`src/hw/rpsm_pkg.sv`:
```
// rpsm_pkg: constants and types shared by the repeater port statistics block
// assumes a 125 MHz clock and 10 Mb/s ports (one bit time is 100 ns)
package rpsm_pkg;
  localparam int NPORTS = 4;
  localparam int CW     = 32;
  localparam int AW     = 8;

  // timing figures as printed, converted to clock cycles (8 ns clock)
  localparam int CLK_PERIOD_PS       = 8000;
  localparam int BIT_TIME_PS         = 100000;
  localparam int BRIEF_LIMIT_BITS    = 78;   // inside the 74..82 window
  localparam int MIN_FRAME_BITS      = 512;
  localparam int LATE_THRESH_BITS    = 512;  // inside the 480..565 window
  localparam int JABBER_LIMIT_US     = 5000; // inside 4 ms..7.5 ms
  localparam int BRIEF_LIMIT_CYC     = (BRIEF_LIMIT_BITS * BIT_TIME_PS + CLK_PERIOD_PS - 1) / CLK_PERIOD_PS;
  localparam int MIN_FRAME_CYC       = (MIN_FRAME_BITS * BIT_TIME_PS + CLK_PERIOD_PS - 1) / CLK_PERIOD_PS;
  localparam int LATE_THRESH_CYC     = (LATE_THRESH_BITS * BIT_TIME_PS + CLK_PERIOD_PS - 1) / CLK_PERIOD_PS;
  // scaled in two steps: the product in picoseconds would not fit an int
  localparam int JABBER_LIMIT_CYC    = (JABBER_LIMIT_US * 1000) / (CLK_PERIOD_PS / 1000);
  localparam int MIN_FRAME_BYTES     = 64;
  localparam int MAX_FRAME_BYTES     = 1518;
  localparam int TW                  = 20;

  // per-port counter indices
  localparam int NCNT = 11;
  localparam logic [3:0] C_GOOD = 4'h0, C_OCTET = 4'h1, C_CRC = 4'h2, C_ALIGN = 4'h3, C_OVER = 4'h4,
                         C_BRIEF = 4'h5, C_RUNT = 4'h6, C_COLL = 4'h7, C_LATE = 4'h8, C_JAB = 4'h9,
                         C_RATE = 4'ha;

  // register map: address = {port[3:0], index[3:0]} for counters
  localparam logic [AW-1:0] A_PORT_BASE  = 8'h00;   // ports at 0x00..0x3f
  localparam logic [3:0]    I_ENABLE     = 4'hb;    // port_enable_state (1 dis, 2 en)
  localparam logic [3:0]    I_ISOLATION  = 4'hc;    // isolation_state (1 part, 2 not)
  localparam logic [AW-1:0] A_TXCOLL     = 8'h80;
  localparam logic [AW-1:0] A_GROUP_IDENTIFIER    = 8'h81;
  localparam logic [AW-1:0] A_PORTLIMIT  = 8'h82;
  localparam logic [AW-1:0] A_PORT_PRESENCE_BITS    = 8'h83;
  localparam logic [AW-1:0] A_GROUPMAP   = 8'h84;
  localparam logic [AW-1:0] A_HEALTH     = 8'h85;
  localparam logic [AW-1:0] A_ACTION     = 8'h86;   // write: action code
  localparam logic [AW-1:0] A_NOTICE     = 8'h87;   // not decoded by the read logic: reads return 0

  localparam logic [CW-1:0] ADMIN_DISABLED = 32'h0000_0001;
  localparam logic [CW-1:0] ADMIN_ENABLED  = 32'h0000_0002;
  localparam logic [CW-1:0] PART_YES       = 32'h0000_0001;
  localparam logic [CW-1:0] PART_NO        = 32'h0000_0002;
  localparam logic [CW-1:0] HEALTH_OK      = 32'h0000_0002;

  // action codes in write data [3:0]; port number in [11:8], enable bit in [16]
  localparam logic [3:0] ACT_SELFTEST = 4'h1;
  localparam logic [3:0] ACT_PORTCTL  = 4'h2;
  localparam logic [3:0] ACT_RESET    = 4'h3;

  typedef enum logic [2:0] {
    NOTE_NONE, NOTE_HEALTH, NOTE_RESET, NOTE_GROUP, NOTE_PORT
  } rpsm_note_e;

  typedef enum {ST_IDLE, ST_TEST, ST_DONE} rpsm_test_e;
endpackage : rpsm_pkg

```
`src/hw/rpsm_evt_if.sv`:
```
// rpsm_evt_if: event strobes from one port monitor to the counter file
// assumes single clock domain; strobes are one cycle long
`timescale 1ns/10ps
`default_nettype none
interface rpsm_evt_if;
  logic [rpsm_pkg::NCNT-1:0] inc;
  logic [10:0]               octets;
  modport mon (output inc, output octets);
  modport cnt (input inc, input octets);
endinterface : rpsm_evt_if
`default_nettype wire

```
`src/hw/rpsm_top.sv`:
```
// rpsm_top: repeater port statistics and management registers
// assumes pin-level activity inputs are asynchronous; management port on clock
//
// Notes on behaviour
// - self-test leaves state alone, then health notice
// - health notice on health change, not power-up
// - reset notice at power-up and reset action end
// - group presence notice on group map change
// - group identifier and port limit within 1..1024
// - port presence bits, one per port, 1 present
// - port presence notice on port map change
// - enable state 1 disabled 2 enabled, overrides isolation
// - isolation state reads 1 partitioned, 2 not
// - enable action restarts isolation machine at begin
// - repeater-wide 32-bit transmit collision counter
// - count good frames 64..1518 bytes, crc ok
// - add good frame length to octet total
// - count crc errors without framing error
// - count crc plus framing errors separately
// - count frames over 1518 bytes
// - count bursts shorter than brief activity limit
// - count bursts between limit and 512 bits
// - count collisions while carrier present
// - count late collisions, also ordinary collisions
// - count transmitter active past jabber limit
// - count incoming rate mismatches
//
// The implementer's own choices: the register offsets and the strobed register port.
`timescale 1ns/10ps
`default_nettype none
module rpsm_top
  import rpsm_pkg::*;
#(
  parameter logic [CW-1:0] GROUP_ID    = 32'h0000_0001,
  parameter logic [CW-1:0] GROUP_LIMIT = 32'h0000_0004
) (
  input  wire logic                       clock,
  input  wire logic                       reset_n,
  input  wire logic [AW-1:0]              addr,
  input  wire logic [CW-1:0]              wrData,
  input  wire logic                       wrStrobe,
  input  wire logic                       rdStrobe,
  output logic      [CW-1:0]              rdData,
  input  wire logic [rpsm_pkg::NPORTS-1:0] carrierPin,
  input  wire logic [rpsm_pkg::NPORTS-1:0] collisionPin,
  input  wire logic [rpsm_pkg::NPORTS-1:0] txActivePin,
  input  wire logic [rpsm_pkg::NPORTS-1:0] rateMismatchPin,
  input  wire logic [rpsm_pkg::NPORTS-1:0] partitionedPin,
  input  wire logic [rpsm_pkg::NPORTS-1:0] portPresentPin,
  input  wire logic                       groupPresentPin,
  input  wire logic                       repeaterTxColl,
  input  wire logic [rpsm_pkg::NPORTS-1:0] frameEnd,
  input  wire logic [rpsm_pkg::NPORTS-1:0] crcOk,
  input  wire logic [rpsm_pkg::NPORTS-1:0] framingErr,
  input  wire logic [10:0]                frameLen,
  input  wire logic [CW-1:0]              healthIn,
  input  wire logic [rpsm_pkg::NPORTS-1:0] enableStore,
  output logic      [rpsm_pkg::NPORTS-1:0] portEnable,
  output logic      [rpsm_pkg::NPORTS-1:0] isolationRestart,
  output logic                            noticeValid,
  output logic      [2:0]                 noticeKind,
  output logic      [CW-1:0]              noticeData
);
  // two-stage synchronisers for pin inputs
  localparam int NSYNC = 6 * NPORTS + 2;
  logic [NSYNC-1:0] sync1_q;
  logic [NSYNC-1:0] sync2_q;
  always_ff @(posedge clock) begin
    if (!reset_n) begin
      sync1_q <= '0;
      sync2_q <= '0;
    end else begin
      sync1_q <= {repeaterTxColl, groupPresentPin, portPresentPin, partitionedPin,
                  rateMismatchPin, txActivePin, collisionPin, carrierPin};
      sync2_q <= sync1_q;
    end
  end
  logic [NPORTS-1:0] carS, colS, txS, rateS, partS, presS;
  logic              grpS, txCollS;
  assign {txCollS, grpS, presS, partS, rateS, txS, colS, carS} = sync2_q;

  logic [NPORTS-1:0] enable_q;
  logic [NPORTS-1:0] restart_q;
  logic [CW-1:0]     txColl_q;
  logic              txCollPrev_q;
  logic [CW-1:0]     cnt_q [NPORTS][NCNT];
  logic [CW-1:0]     rdData_q;
  logic              initDone_q;
  logic [NPORTS-1:0] port_presence_bits_q;
  logic              groupMap_q;
  logic [CW-1:0]     health_q;
  logic              noticeValid_q;
  rpsm_note_e        noticeKind_q;
  logic [CW-1:0]     noticeData_q;
  rpsm_test_e        test_q;
  logic              resetAct_q;
  logic [1:0]        settle_q;
  wire logic [NPORTS-1:0][NCNT-1:0] incAll;
  wire logic [NPORTS-1:0][10:0]     octAll;

  logic       wrAction;
  logic [3:0] actPort;
  assign wrAction = wrStrobe && addr == A_ACTION;
  assign actPort  = wrData[11:8];

  // enable state persists: it loads from the external store in the first cycle after reset
  always_ff @(posedge clock) begin
    if (!reset_n) begin
      enable_q  <= '0;
      restart_q <= '0;
    end else begin
      restart_q <= '0;
      if (!initDone_q)
        enable_q <= enableStore;
      else if (wrAction && wrData[3:0] == ACT_PORTCTL && 32'(actPort) < NPORTS) begin
        enable_q[actPort[1:0]] <= wrData[16];
        if (wrData[16] && !enable_q[actPort[1:0]])
          restart_q[actPort[1:0]] <= 1'b1;
      end
    end
  end

  // per-port monitors and counters
  for (genvar p = 0; p < NPORTS; p++) begin : g_port
    rpsm_evt_if evt ();
    rpsm_port_mon u_mon (
      .clock        (clock),
      .reset_n      (reset_n),
      .enabled      (enable_q[p]),
      .carrier      (carS[p]),
      .collision    (colS[p]),
      .txActive     (txS[p]),
      .rateMismatch (rateS[p]),
      .frameEnd     (frameEnd[p]),
      .crcOk        (crcOk[p]),
      .framingErr   (framingErr[p]),
      .frameLen     (frameLen),
      .evt          (evt.mon)
    );
    assign incAll[p] = evt.inc;
    assign octAll[p] = evt.octets;
  end

  // one process owns the whole counter array, so no element has two writers
  always_ff @(posedge clock) begin
    if (!reset_n) begin
      for (int p = 0; p < NPORTS; p++)
        for (int c = 0; c < NCNT; c++)
          cnt_q[p][c] <= '0;
    end else begin
      for (int p = 0; p < NPORTS; p++)
        for (int c = 0; c < NCNT; c++)
          if (incAll[p][c])
            cnt_q[p][c] <= (c == C_OCTET) ? cnt_q[p][c] + CW'(octAll[p])
                                          : cnt_q[p][c] + 1'b1;
    end
  end

  // repeater-wide transmit collisions
  always_ff @(posedge clock) begin
    if (!reset_n) begin
      txColl_q     <= '0;
      txCollPrev_q <= 1'b0;
    end else begin
      txCollPrev_q <= txCollS;
      if (txCollS && !txCollPrev_q)
        txColl_q <= txColl_q + 1'b1;
    end
  end

  // self-test: only observes, so forwarding and counters are untouched
  always_ff @(posedge clock) begin
    if (!reset_n)
      test_q <= ST_IDLE;
    else begin
      case (test_q)
        ST_IDLE: if (wrAction && wrData[3:0] == ACT_SELFTEST) test_q <= ST_TEST;
        ST_TEST: test_q <= ST_DONE;
        ST_DONE: test_q <= ST_IDLE;
        default: test_q <= ST_IDLE;
      endcase
    end
  end

  // notices; map changes are ignored until settle_q reaches 3 so power-up changes stay quiet
  always_ff @(posedge clock) begin
    if (!reset_n) begin
      initDone_q    <= 1'b0;
      port_presence_bits_q     <= '0;
      groupMap_q    <= 1'b0;
      health_q      <= HEALTH_OK;
      noticeValid_q <= 1'b0;
      noticeKind_q  <= NOTE_NONE;
      noticeData_q  <= '0;
      resetAct_q    <= 1'b0;
      settle_q      <= '0;
    end else begin
      noticeValid_q <= 1'b0;
      port_presence_bits_q     <= presS;
      groupMap_q    <= grpS;
      health_q      <= healthIn;
      resetAct_q    <= wrAction && wrData[3:0] == ACT_RESET;
      // maps fill through the synchroniser first; changes before that are power-up noise
      if (settle_q != '1)
        settle_q <= settle_q + 1'b1;
      if (!initDone_q) begin
        initDone_q    <= 1'b1;
        noticeValid_q <= 1'b1;
        noticeKind_q  <= NOTE_RESET;
        noticeData_q  <= healthIn;
      end else if (resetAct_q) begin
        noticeValid_q <= 1'b1;
        noticeKind_q  <= NOTE_RESET;
        noticeData_q  <= healthIn;
      end else if (healthIn != health_q || test_q == ST_DONE) begin
        noticeValid_q <= 1'b1;
        noticeKind_q  <= NOTE_HEALTH;
        noticeData_q  <= healthIn;
      end else if (settle_q == '1 && grpS != groupMap_q) begin
        noticeValid_q <= 1'b1;
        noticeKind_q  <= NOTE_GROUP;
        noticeData_q  <= CW'(grpS);
      end else if (settle_q == '1 && presS != port_presence_bits_q) begin
        noticeValid_q <= 1'b1;
        noticeKind_q  <= NOTE_PORT;
        noticeData_q  <= CW'(presS);
      end
    end
  end

  // register read, data one cycle later
  always_ff @(posedge clock) begin
    if (!reset_n)
      rdData_q <= '0;
    else if (rdStrobe) begin
      rdData_q <= '0;
      if (addr < AW'(NPORTS * 16)) begin
        if (addr[3:0] < 4'(NCNT))
          rdData_q <= cnt_q[addr[5:4]][addr[3:0]];
        else if (addr[3:0] == I_ENABLE)
          rdData_q <= enable_q[addr[5:4]] ? ADMIN_ENABLED : ADMIN_DISABLED;
        else if (addr[3:0] == I_ISOLATION)
          rdData_q <= (partS[addr[5:4]] && enable_q[addr[5:4]]) ? PART_YES : PART_NO;
      end else begin
        case (addr)
          A_TXCOLL:    rdData_q <= txColl_q;
          A_GROUP_IDENTIFIER:   rdData_q <= GROUP_ID;
          A_PORTLIMIT: rdData_q <= GROUP_LIMIT;
          A_PORT_PRESENCE_BITS:   rdData_q <= CW'(port_presence_bits_q);
          A_GROUPMAP:  rdData_q <= CW'(groupMap_q);
          A_HEALTH:    rdData_q <= health_q;
          default:     rdData_q <= '0;
        endcase
      end
    end
  end

  assign rdData           = rdData_q;
  assign portEnable       = enable_q;
  assign isolationRestart = restart_q;
  assign noticeValid      = noticeValid_q;
  assign noticeKind       = noticeKind_q;
  assign noticeData       = noticeData_q;

  chk_restart_on_enable: assert property (@(posedge clock) disable iff (!reset_n)
    restart_q != '0 |-> (restart_q & ~(enable_q & ~$past(enable_q))) == '0)
    else $error("restart without enable edge");
  chk_selftest_notice: assert property (@(posedge clock) disable iff (!reset_n)
    test_q == ST_TEST ##1 test_q == ST_DONE |-> ##1 noticeValid_q)
    else $error("self-test ended with no notice");
  chk_powerup_reset: assert property (@(posedge clock)
    $rose(reset_n) |-> ##1 noticeValid_q && noticeKind_q == NOTE_RESET) else $error("no reset notice");
  chk_txcoll_wrap: assert property (@(posedge clock) disable iff (!reset_n)
    txCollS && !txCollPrev_q |=> txColl_q == $past(txColl_q) + 32'h0000_0001)
    else $error("counter did not step by one");
endmodule : rpsm_top
`default_nettype wire

```
`src/hw/rpsm_port_mon.sv`:
```
// rpsm_port_mon: classifies carrier activity on one port into event strobes
// assumes inputs already synchronised to clock
`timescale 1ns/10ps
`default_nettype none
module rpsm_port_mon
  import rpsm_pkg::*;
(
  input  wire logic   clock,
  input  wire logic   reset_n,
  input  wire logic   enabled,
  input  wire logic   carrier,
  input  wire logic   collision,
  input  wire logic   txActive,
  input  wire logic   rateMismatch,
  input  wire logic   frameEnd,
  input  wire logic   crcOk,
  input  wire logic   framingErr,
  input  wire logic   [10:0] frameLen,
  rpsm_evt_if.mon     evt
);
  logic [TW-1:0] actCnt_q;
  logic [TW-1:0] txCnt_q;
  logic          carrier_q;
  logic          collSeen_q;
  logic          collPrev_q;
  logic          rateSeen_q;
  logic          jabDone_q;
  logic          endAct;
  logic          collEdge;
  logic          lenOk;
  logic          goodFrame;

  assign endAct    = carrier_q && !carrier;
  assign collEdge  = collision && !collPrev_q && carrier && enabled;
  assign lenOk     = frameLen >= 11'(MIN_FRAME_BYTES) && frameLen <= 11'(MAX_FRAME_BYTES);
  assign goodFrame = frameEnd && enabled && lenOk && crcOk && !collSeen_q;

  always_ff @(posedge clock) begin
    if (!reset_n) begin
      actCnt_q   <= '0;
      carrier_q  <= 1'b0;
      collSeen_q <= 1'b0;
      collPrev_q <= 1'b0;
    end else begin
      carrier_q  <= carrier && enabled;
      collPrev_q <= collision;
      if (carrier && enabled)
        actCnt_q <= (actCnt_q == '1) ? actCnt_q : actCnt_q + 1'b1;
      else
        actCnt_q <= '0;
      if (!carrier_q)
        collSeen_q <= 1'b0;
      if (collEdge)
        collSeen_q <= 1'b1;
    end
  end

  always_ff @(posedge clock) begin
    if (!reset_n) begin
      txCnt_q   <= '0;
      jabDone_q <= 1'b0;
      rateSeen_q <= 1'b0;
    end else begin
      rateSeen_q <= rateMismatch;
      if (txActive && enabled)
        txCnt_q <= (txCnt_q == '1) ? txCnt_q : txCnt_q + 1'b1;
      else
        txCnt_q <= '0;
      if (!txActive)
        jabDone_q <= 1'b0;
      else if (txCnt_q == TW'(JABBER_LIMIT_CYC))
        jabDone_q <= 1'b1;
    end
  end

  always_comb begin
    evt.inc = '0;
    evt.inc[C_GOOD]  = goodFrame;
    evt.inc[C_OCTET] = goodFrame;
    evt.inc[C_CRC]   = frameEnd && enabled && lenOk && !crcOk && !framingErr && !collSeen_q;
    evt.inc[C_ALIGN] = frameEnd && enabled && !crcOk && framingErr;
    evt.inc[C_OVER]  = frameEnd && enabled && frameLen > 11'(MAX_FRAME_BYTES);
    evt.inc[C_BRIEF] = endAct && actCnt_q < TW'(BRIEF_LIMIT_CYC);
    evt.inc[C_RUNT]  = endAct && actCnt_q >= TW'(BRIEF_LIMIT_CYC)
                       && actCnt_q < TW'(MIN_FRAME_CYC);
    evt.inc[C_COLL]  = collEdge;
    evt.inc[C_LATE]  = collEdge && actCnt_q >= TW'(LATE_THRESH_CYC);
    evt.inc[C_JAB]   = txActive && enabled && !jabDone_q
                       && txCnt_q == TW'(JABBER_LIMIT_CYC);
    evt.inc[C_RATE]  = rateMismatch && !rateSeen_q && enabled;
    evt.octets       = frameLen;
  end

  chk_late_implies_coll: assert property (@(posedge clock) disable iff (!reset_n)
    evt.inc[C_LATE] |-> evt.inc[C_COLL]) else $error("late collision without collision");
  chk_crc_align_excl: assert property (@(posedge clock) disable iff (!reset_n)
    !(evt.inc[C_CRC] && evt.inc[C_ALIGN])) else $error("crc and alignment both counted");
  chk_good_octet_pair: assert property (@(posedge clock) disable iff (!reset_n)
    evt.inc[C_GOOD] == evt.inc[C_OCTET]) else $error("octets added off a good frame");
  chk_brief_runt_excl: assert property (@(posedge clock) disable iff (!reset_n)
    !(evt.inc[C_BRIEF] && evt.inc[C_RUNT])) else $error("burst counted twice");
  chk_jabber_once: assert property (@(posedge clock) disable iff (!reset_n)
    evt.inc[C_JAB] |=> !evt.inc[C_JAB]) else $error("jabber counted twice");
endmodule : rpsm_port_mon
`default_nettype wire

```
`config.mk`:
```
export PLATFORM = sky130hd
export DESIGN_NAME = rpsm_top
export DESIGN_NICKNAME = d
export VERILOG_FILES = /design/src/hw/rpsm_pkg.sv /design/src/hw/rpsm_evt_if.sv /design/src/hw/rpsm_top.sv /design/src/hw/rpsm_port_mon.sv
export SDC_FILE = /design/constraint.sdc
export NUM_CORES = 2
export LEC_CHECK = 0
export BUFFER_PORTS_ARGS = -buffer_cell sky130_fd_sc_hd__buf_4
export CORE_ASPECT_RATIO = 0.6
export CORE_UTILIZATION = 50
export DETAILED_ROUTE_END_ITERATION = 8
export PLACE_DENSITY = 0.66
export SYNTH_ARGS = -nofsm -noshare
export SYNTH_HDL_FRONTEND = slang
export SYNTH_SLANG_ARGS = --single-unit
```
`constraint.sdc`:
```
create_clock -name clock -period 13.22 [get_ports clock]
set_input_delay 1.322 -clock clock [delete_from_list [all_inputs] [get_ports clock]]
set_output_delay 1.322 -clock clock [all_outputs]
set_load 0.02 [all_outputs]
```
==> metrics.md <==
| Metric | Value |
|---|---|
| Status | finished, violations left |
| Setup-failing EPs final | 0 |
| Wire per inst | 24.9 um |
| Post-DP HPWL | 230000 um |
| Tot GR Track Use | 0.300 |
| R2R setup slack | 7.71 ns |
| # resized after CTS | 0 |
| Drt pass-1 iters | 8 |
| Overall power | 13.3 mW |
| Most Frequent Cell on Critical Path | buf_4 |
| Reg2reg end | cnt_q[1][178]$_SDFFCE_PN0P_ |
| Internal cell power | 9.80 mW |
| Clock buffer depth | 4 |
| DRC viols | 0 |
| Max Fclk | 163 MHz |
| Maximum number of pins on one net before global-route repair | 195 |
| Crit path required time | 13.75 ns |
| Yosys warns | 0 |
| Yosys reg bits | 1792 |
| Remaining Overflow, GRT | 0 |
| Compound-Gate Fraction of Synth Area | 0.0372 |
| Vias in the first global route | 70000 |
| Hold Buf Count CTS | 0 |
| Reg2Reg Depth | 11 |
| Leading cell types in the layout, fill and taps excluded | nor2_1 (1815), edfxtp_1 (1408), xor2_1 (844) |
| Setup TNS | 0 ns |
| CTS tree | yes |
| Clk_lat worst skew | 0.85 ns |
| Share of the synthesized area in the top cell type | 0.418 |
| CTS Buf Count | 183 |
| Crit path max fanout | 194 |
| Post-synth EDFFs | 1408 |
| Ys flop type | edfxtp_1 |
| Post-synth top area cell | edfxtp_1 |
| Xor-xnor portion of the synthesized cell area | 0.122 |
| Final antenna-violating net count | 0 |
| Synthesized instance count | 9588 |
| Slew @ Worst Pin | 1.45 ns |
| Final Hold Vio Count | 0 |
| Register area share after synthesis | 0.494 |
| Synth top area cells | edfxtp_1 (42%), mux4_2 (8.8%), dfxtp_1 (7.6%), xor2_1 (7.3%), nor2_1 (6.7%) |
| IO Port Bufs | 181 |
| Initial DRC count | 11100 |
| Part of the power in registers | 0.506 |
| Synth Area in Simple Gates | 0.215 |
| P per Cell Area | 119 nW/um^2 |
| RSZ-0062 raised after global routing | false |
| Routability cong. | 0.976 |
| Initial Util | 0.505 |
| Yosys cell types | 83 |
| Post-synthesis mux area share | 0.0927 |
| Largest family of logic cells by synthesized area | simple AND/OR/NAND/NOR gates |
| CP max stage cell | buf_4 |
| Core footprint | 200000 um^2 |
| Post-DR vias/cell | 6.21 |
| WP data arrival | 6.67 ns |
| Cell Chain, Critical Path | buf_4 > a41oi_1 > o211a_1 > o21ai_1 > or2_1 > buf_4 > o41ai_1 > a311oi_4 > buf_4 > buf_12 > buf_4 > nor2_1 |
| Commonest non-fill, non-tap cell in the layout | nor2_1 |
| Vias | 77600 |
| Max_cap viols | 1 |
| Core Rows | 127 |
| Worst path bufs/invs | 5 |
| Setup CP Type | in -> reg |
| Post-Syn Area | 101000 um^2 |
| Fin crit share | 0.464 |
| Logic pwr share | 0.099 |
| CP endpoint kind | flip-flop |
| Layout Nets | 9884 |
| Layout area overhead | 9.65% |
| Postcts setup bufs | 0 |
| Hold Crit Depth | 1 |
| Hold Crit Start | sync1_q[17]$_SDFF_PN0_ |
| Clk_skew | 0.0352 ns |
| Adder-cell share of the synthesized area | 0.0134 |
| CTS root buffer | clkbuf_16 |
| P_leak | 36.9 nW |
| H-tree depth | 4 |
| Layout fillers | 17100 |
| Global-route wire length before repair | 460000 um |
| Die W | 583 um |
| Sw Pwr | 3.45 mW |
| Post-layout utilization of the core | 0.554 |
| Worst slack at placement | 6.49 ns |
| Hold Path End | sync2_q[17]$_SDFF_PN0_ |
| Clock Power Share | 0.395 |
| Worst r2r src | portEnable[1]$_SDFFE_PN0P_ |
| Violated checks | capacitance limit |
| Setup crit start kind | input pin |
| Syn nets | 9823 |
| Post-layout min period | 6.14 ns |
| I/O pins | 205 |
| Peak supply drop | 0.000109 V |
| Crit path setup slack, layout | 7.08 ns |
| Worst-path clk slew | 0.06 ns |
| Synth async-reset ratio | 0 |
| Worst hold-check path type | reg -> reg |
| Routed WL | 311000 um |
| Clock Sinks | 1792 |
| Final max-slew violation count | 0 |
| Relative slew slack | 0.00813 |
| Die Footprint | 204000 um^2 |
| Slowest cell delay on critical path | 0.94 ns |
| Family with the most delay on the worst path | buffers and inverters |
| Sw frac | 0.260 |
| Initial antenna violation count | 21 |
| Average size of a mapped cell | 10.6 um^2 |
| Die Y | 350 um |
| Share of layout cells above drive strength 1 | 0.104 |
-- cell usage after synthesis (10+ instances only) --
| cell | number |
|---|---|
| a21o_1 | 26 |
| nor3_1 | 145 |
| xor2_1 | 844 |
| nor4b_1 | 12 |
| nor3b_1 | 15 |
| and3_1 | 265 |
| nand4_1 | 335 |
| and4_1 | 113 |
| o21a_1 | 10 |
| clkbuf_1 | 211 |
| or2_2 | 25 |
| nor2_1 | 1816 |
| a211oi_1 | 16 |
| nor2b_1 | 67 |
| a21oi_1 | 223 |
| nand2b_1 | 28 |
| nand3_1 | 592 |
| mux2i_1 | 41 |
| a221o_1 | 11 |
| o31ai_1 | 10 |
| nand2_1 | 843 |
| and2_1 | 114 |
| buf_4 | 79 |
| dfxtp_1 | 384 |
| a31oi_1 | 22 |
| mux4_2 | 397 |
| edfxtp_1 | 1408 |
| or4_1 | 12 |
| inv_1 | 199 |
| ha_1 | 102 |
| buf_2 | 78 |
| a22oi_1 | 22 |
| a221oi_1 | 10 |
| or3_1 | 111 |
| nor4_1 | 60 |
| o21ai_0 | 208 |
| xnor2_1 | 562 |
| buf_1 | 36 |
-- stage by stage --
| stage | hold WS (ns) | instances | instance area (um^2) |
|---|---|---|---|
| CTS | 0.428 | 12500 | 111000 |
| detailed placement | 0.420 | 12200 | 105000 |
| global placement | 0.410 | 12200 | 105000 |
| floorplan | 0.398 | 9588 | 101000 |
| global route | 0.447 | 12500 | 111000 |
| finish | 0.416 | 12500 | 111000 |
-- layer usage --
metal	routed length, um	part of all wire	global-route usage	vias to the layer above
met4	9550	0.031	0.0863	16
met2	120000	0.38	0.386	4293
li1	-	-	-	34600
met5	121	0.00039	0	-
met3	47200	0.15	0.104	498
met1	135000	0.43	0.464	38200
-- state kept, by name (all words and copies together) (netlist names), 3 cells and up --
signal                   cells
g_port.u_mon.actCnt_q       80
txColl_q                    32
g_port.u_mon.carrier_q       4
noticeData                  32
health_q                    32
g_port.u_mon.jabDone_q       4
rdData                      32
noticeKind                   3
g_port.u_mon.txCnt_q        80
g_port.u_mon.collPrev_q      4
isolationRestart             4
g_port.u_mon.rateSeen_q      4
portEnable                   4
cnt_q                     1408
sync2_q                     26
port_presence_bits_q         4
sync1_q                     26
g_port.u_mon.collSeen_q      4
-- logic make-up after synthesis --
family,after synthesis
buffers and inverters,606
XOR/XNOR,1406
AND/OR/NAND/NOR,4604
flip-flops,1792
AO/OA/AOI/OAI,633
adder cells (fa/ha/maj),106
multiplexers,441
-- worst max path at each step --
stage                 from  cells after the start                          end  slack [ns]
2_1_floorplan  frameLen[3]                      4  cnt_q[3][288]$_SDFFCE_PN0P_        6.26
3_3_place_gp   frameLen[3]                     12  cnt_q[0][147]$_SDFFCE_PN0P_        6.65
3_5_place_dp   frameLen[1]                     12   cnt_q[0][55]$_SDFFCE_PN0P_        6.49
4_1_cts        frameLen[1]                     12  cnt_q[1][178]$_SDFFCE_PN0P_        7.39
5_1_grt            reset_n                     12  cnt_q[0][176]$_SDFFCE_PN0P_        6.93
6_report       frameLen[2]                     12  cnt_q[1][178]$_SDFFCE_PN0P_        7.08
-- area by class of cell --
cell class                 instances  area (um^2)  area share
multi-input combinational       7190        48900       0.440
antenna                            6         15.0    0.000135
clock inverter                    66          586     0.00528
inverter                         202          761     0.00686
clock buffer                     261         5180      0.0467
sequential                      1792        50000       0.450
timing repair buffer             280         2210      0.0199
tap                             2709         3390      0.0305
-- power by group through the flow --
stage / registers (mW) / clock network, mW / logic, mW
2_1_floorplan: 6.70 / 0 / 0.841
3_3_place_gp: 6.80 / 0 / 1.25
3_5_place_dp: 6.81 / 0 / 1.28
4_1_cts: 6.69 / 5.27 / 1.29
5_1_grt: 6.74 / 5.49 / 1.39
6_report: 6.71 / 5.23 / 1.32
Note: power is estimated with default switching activity, not from simulation.
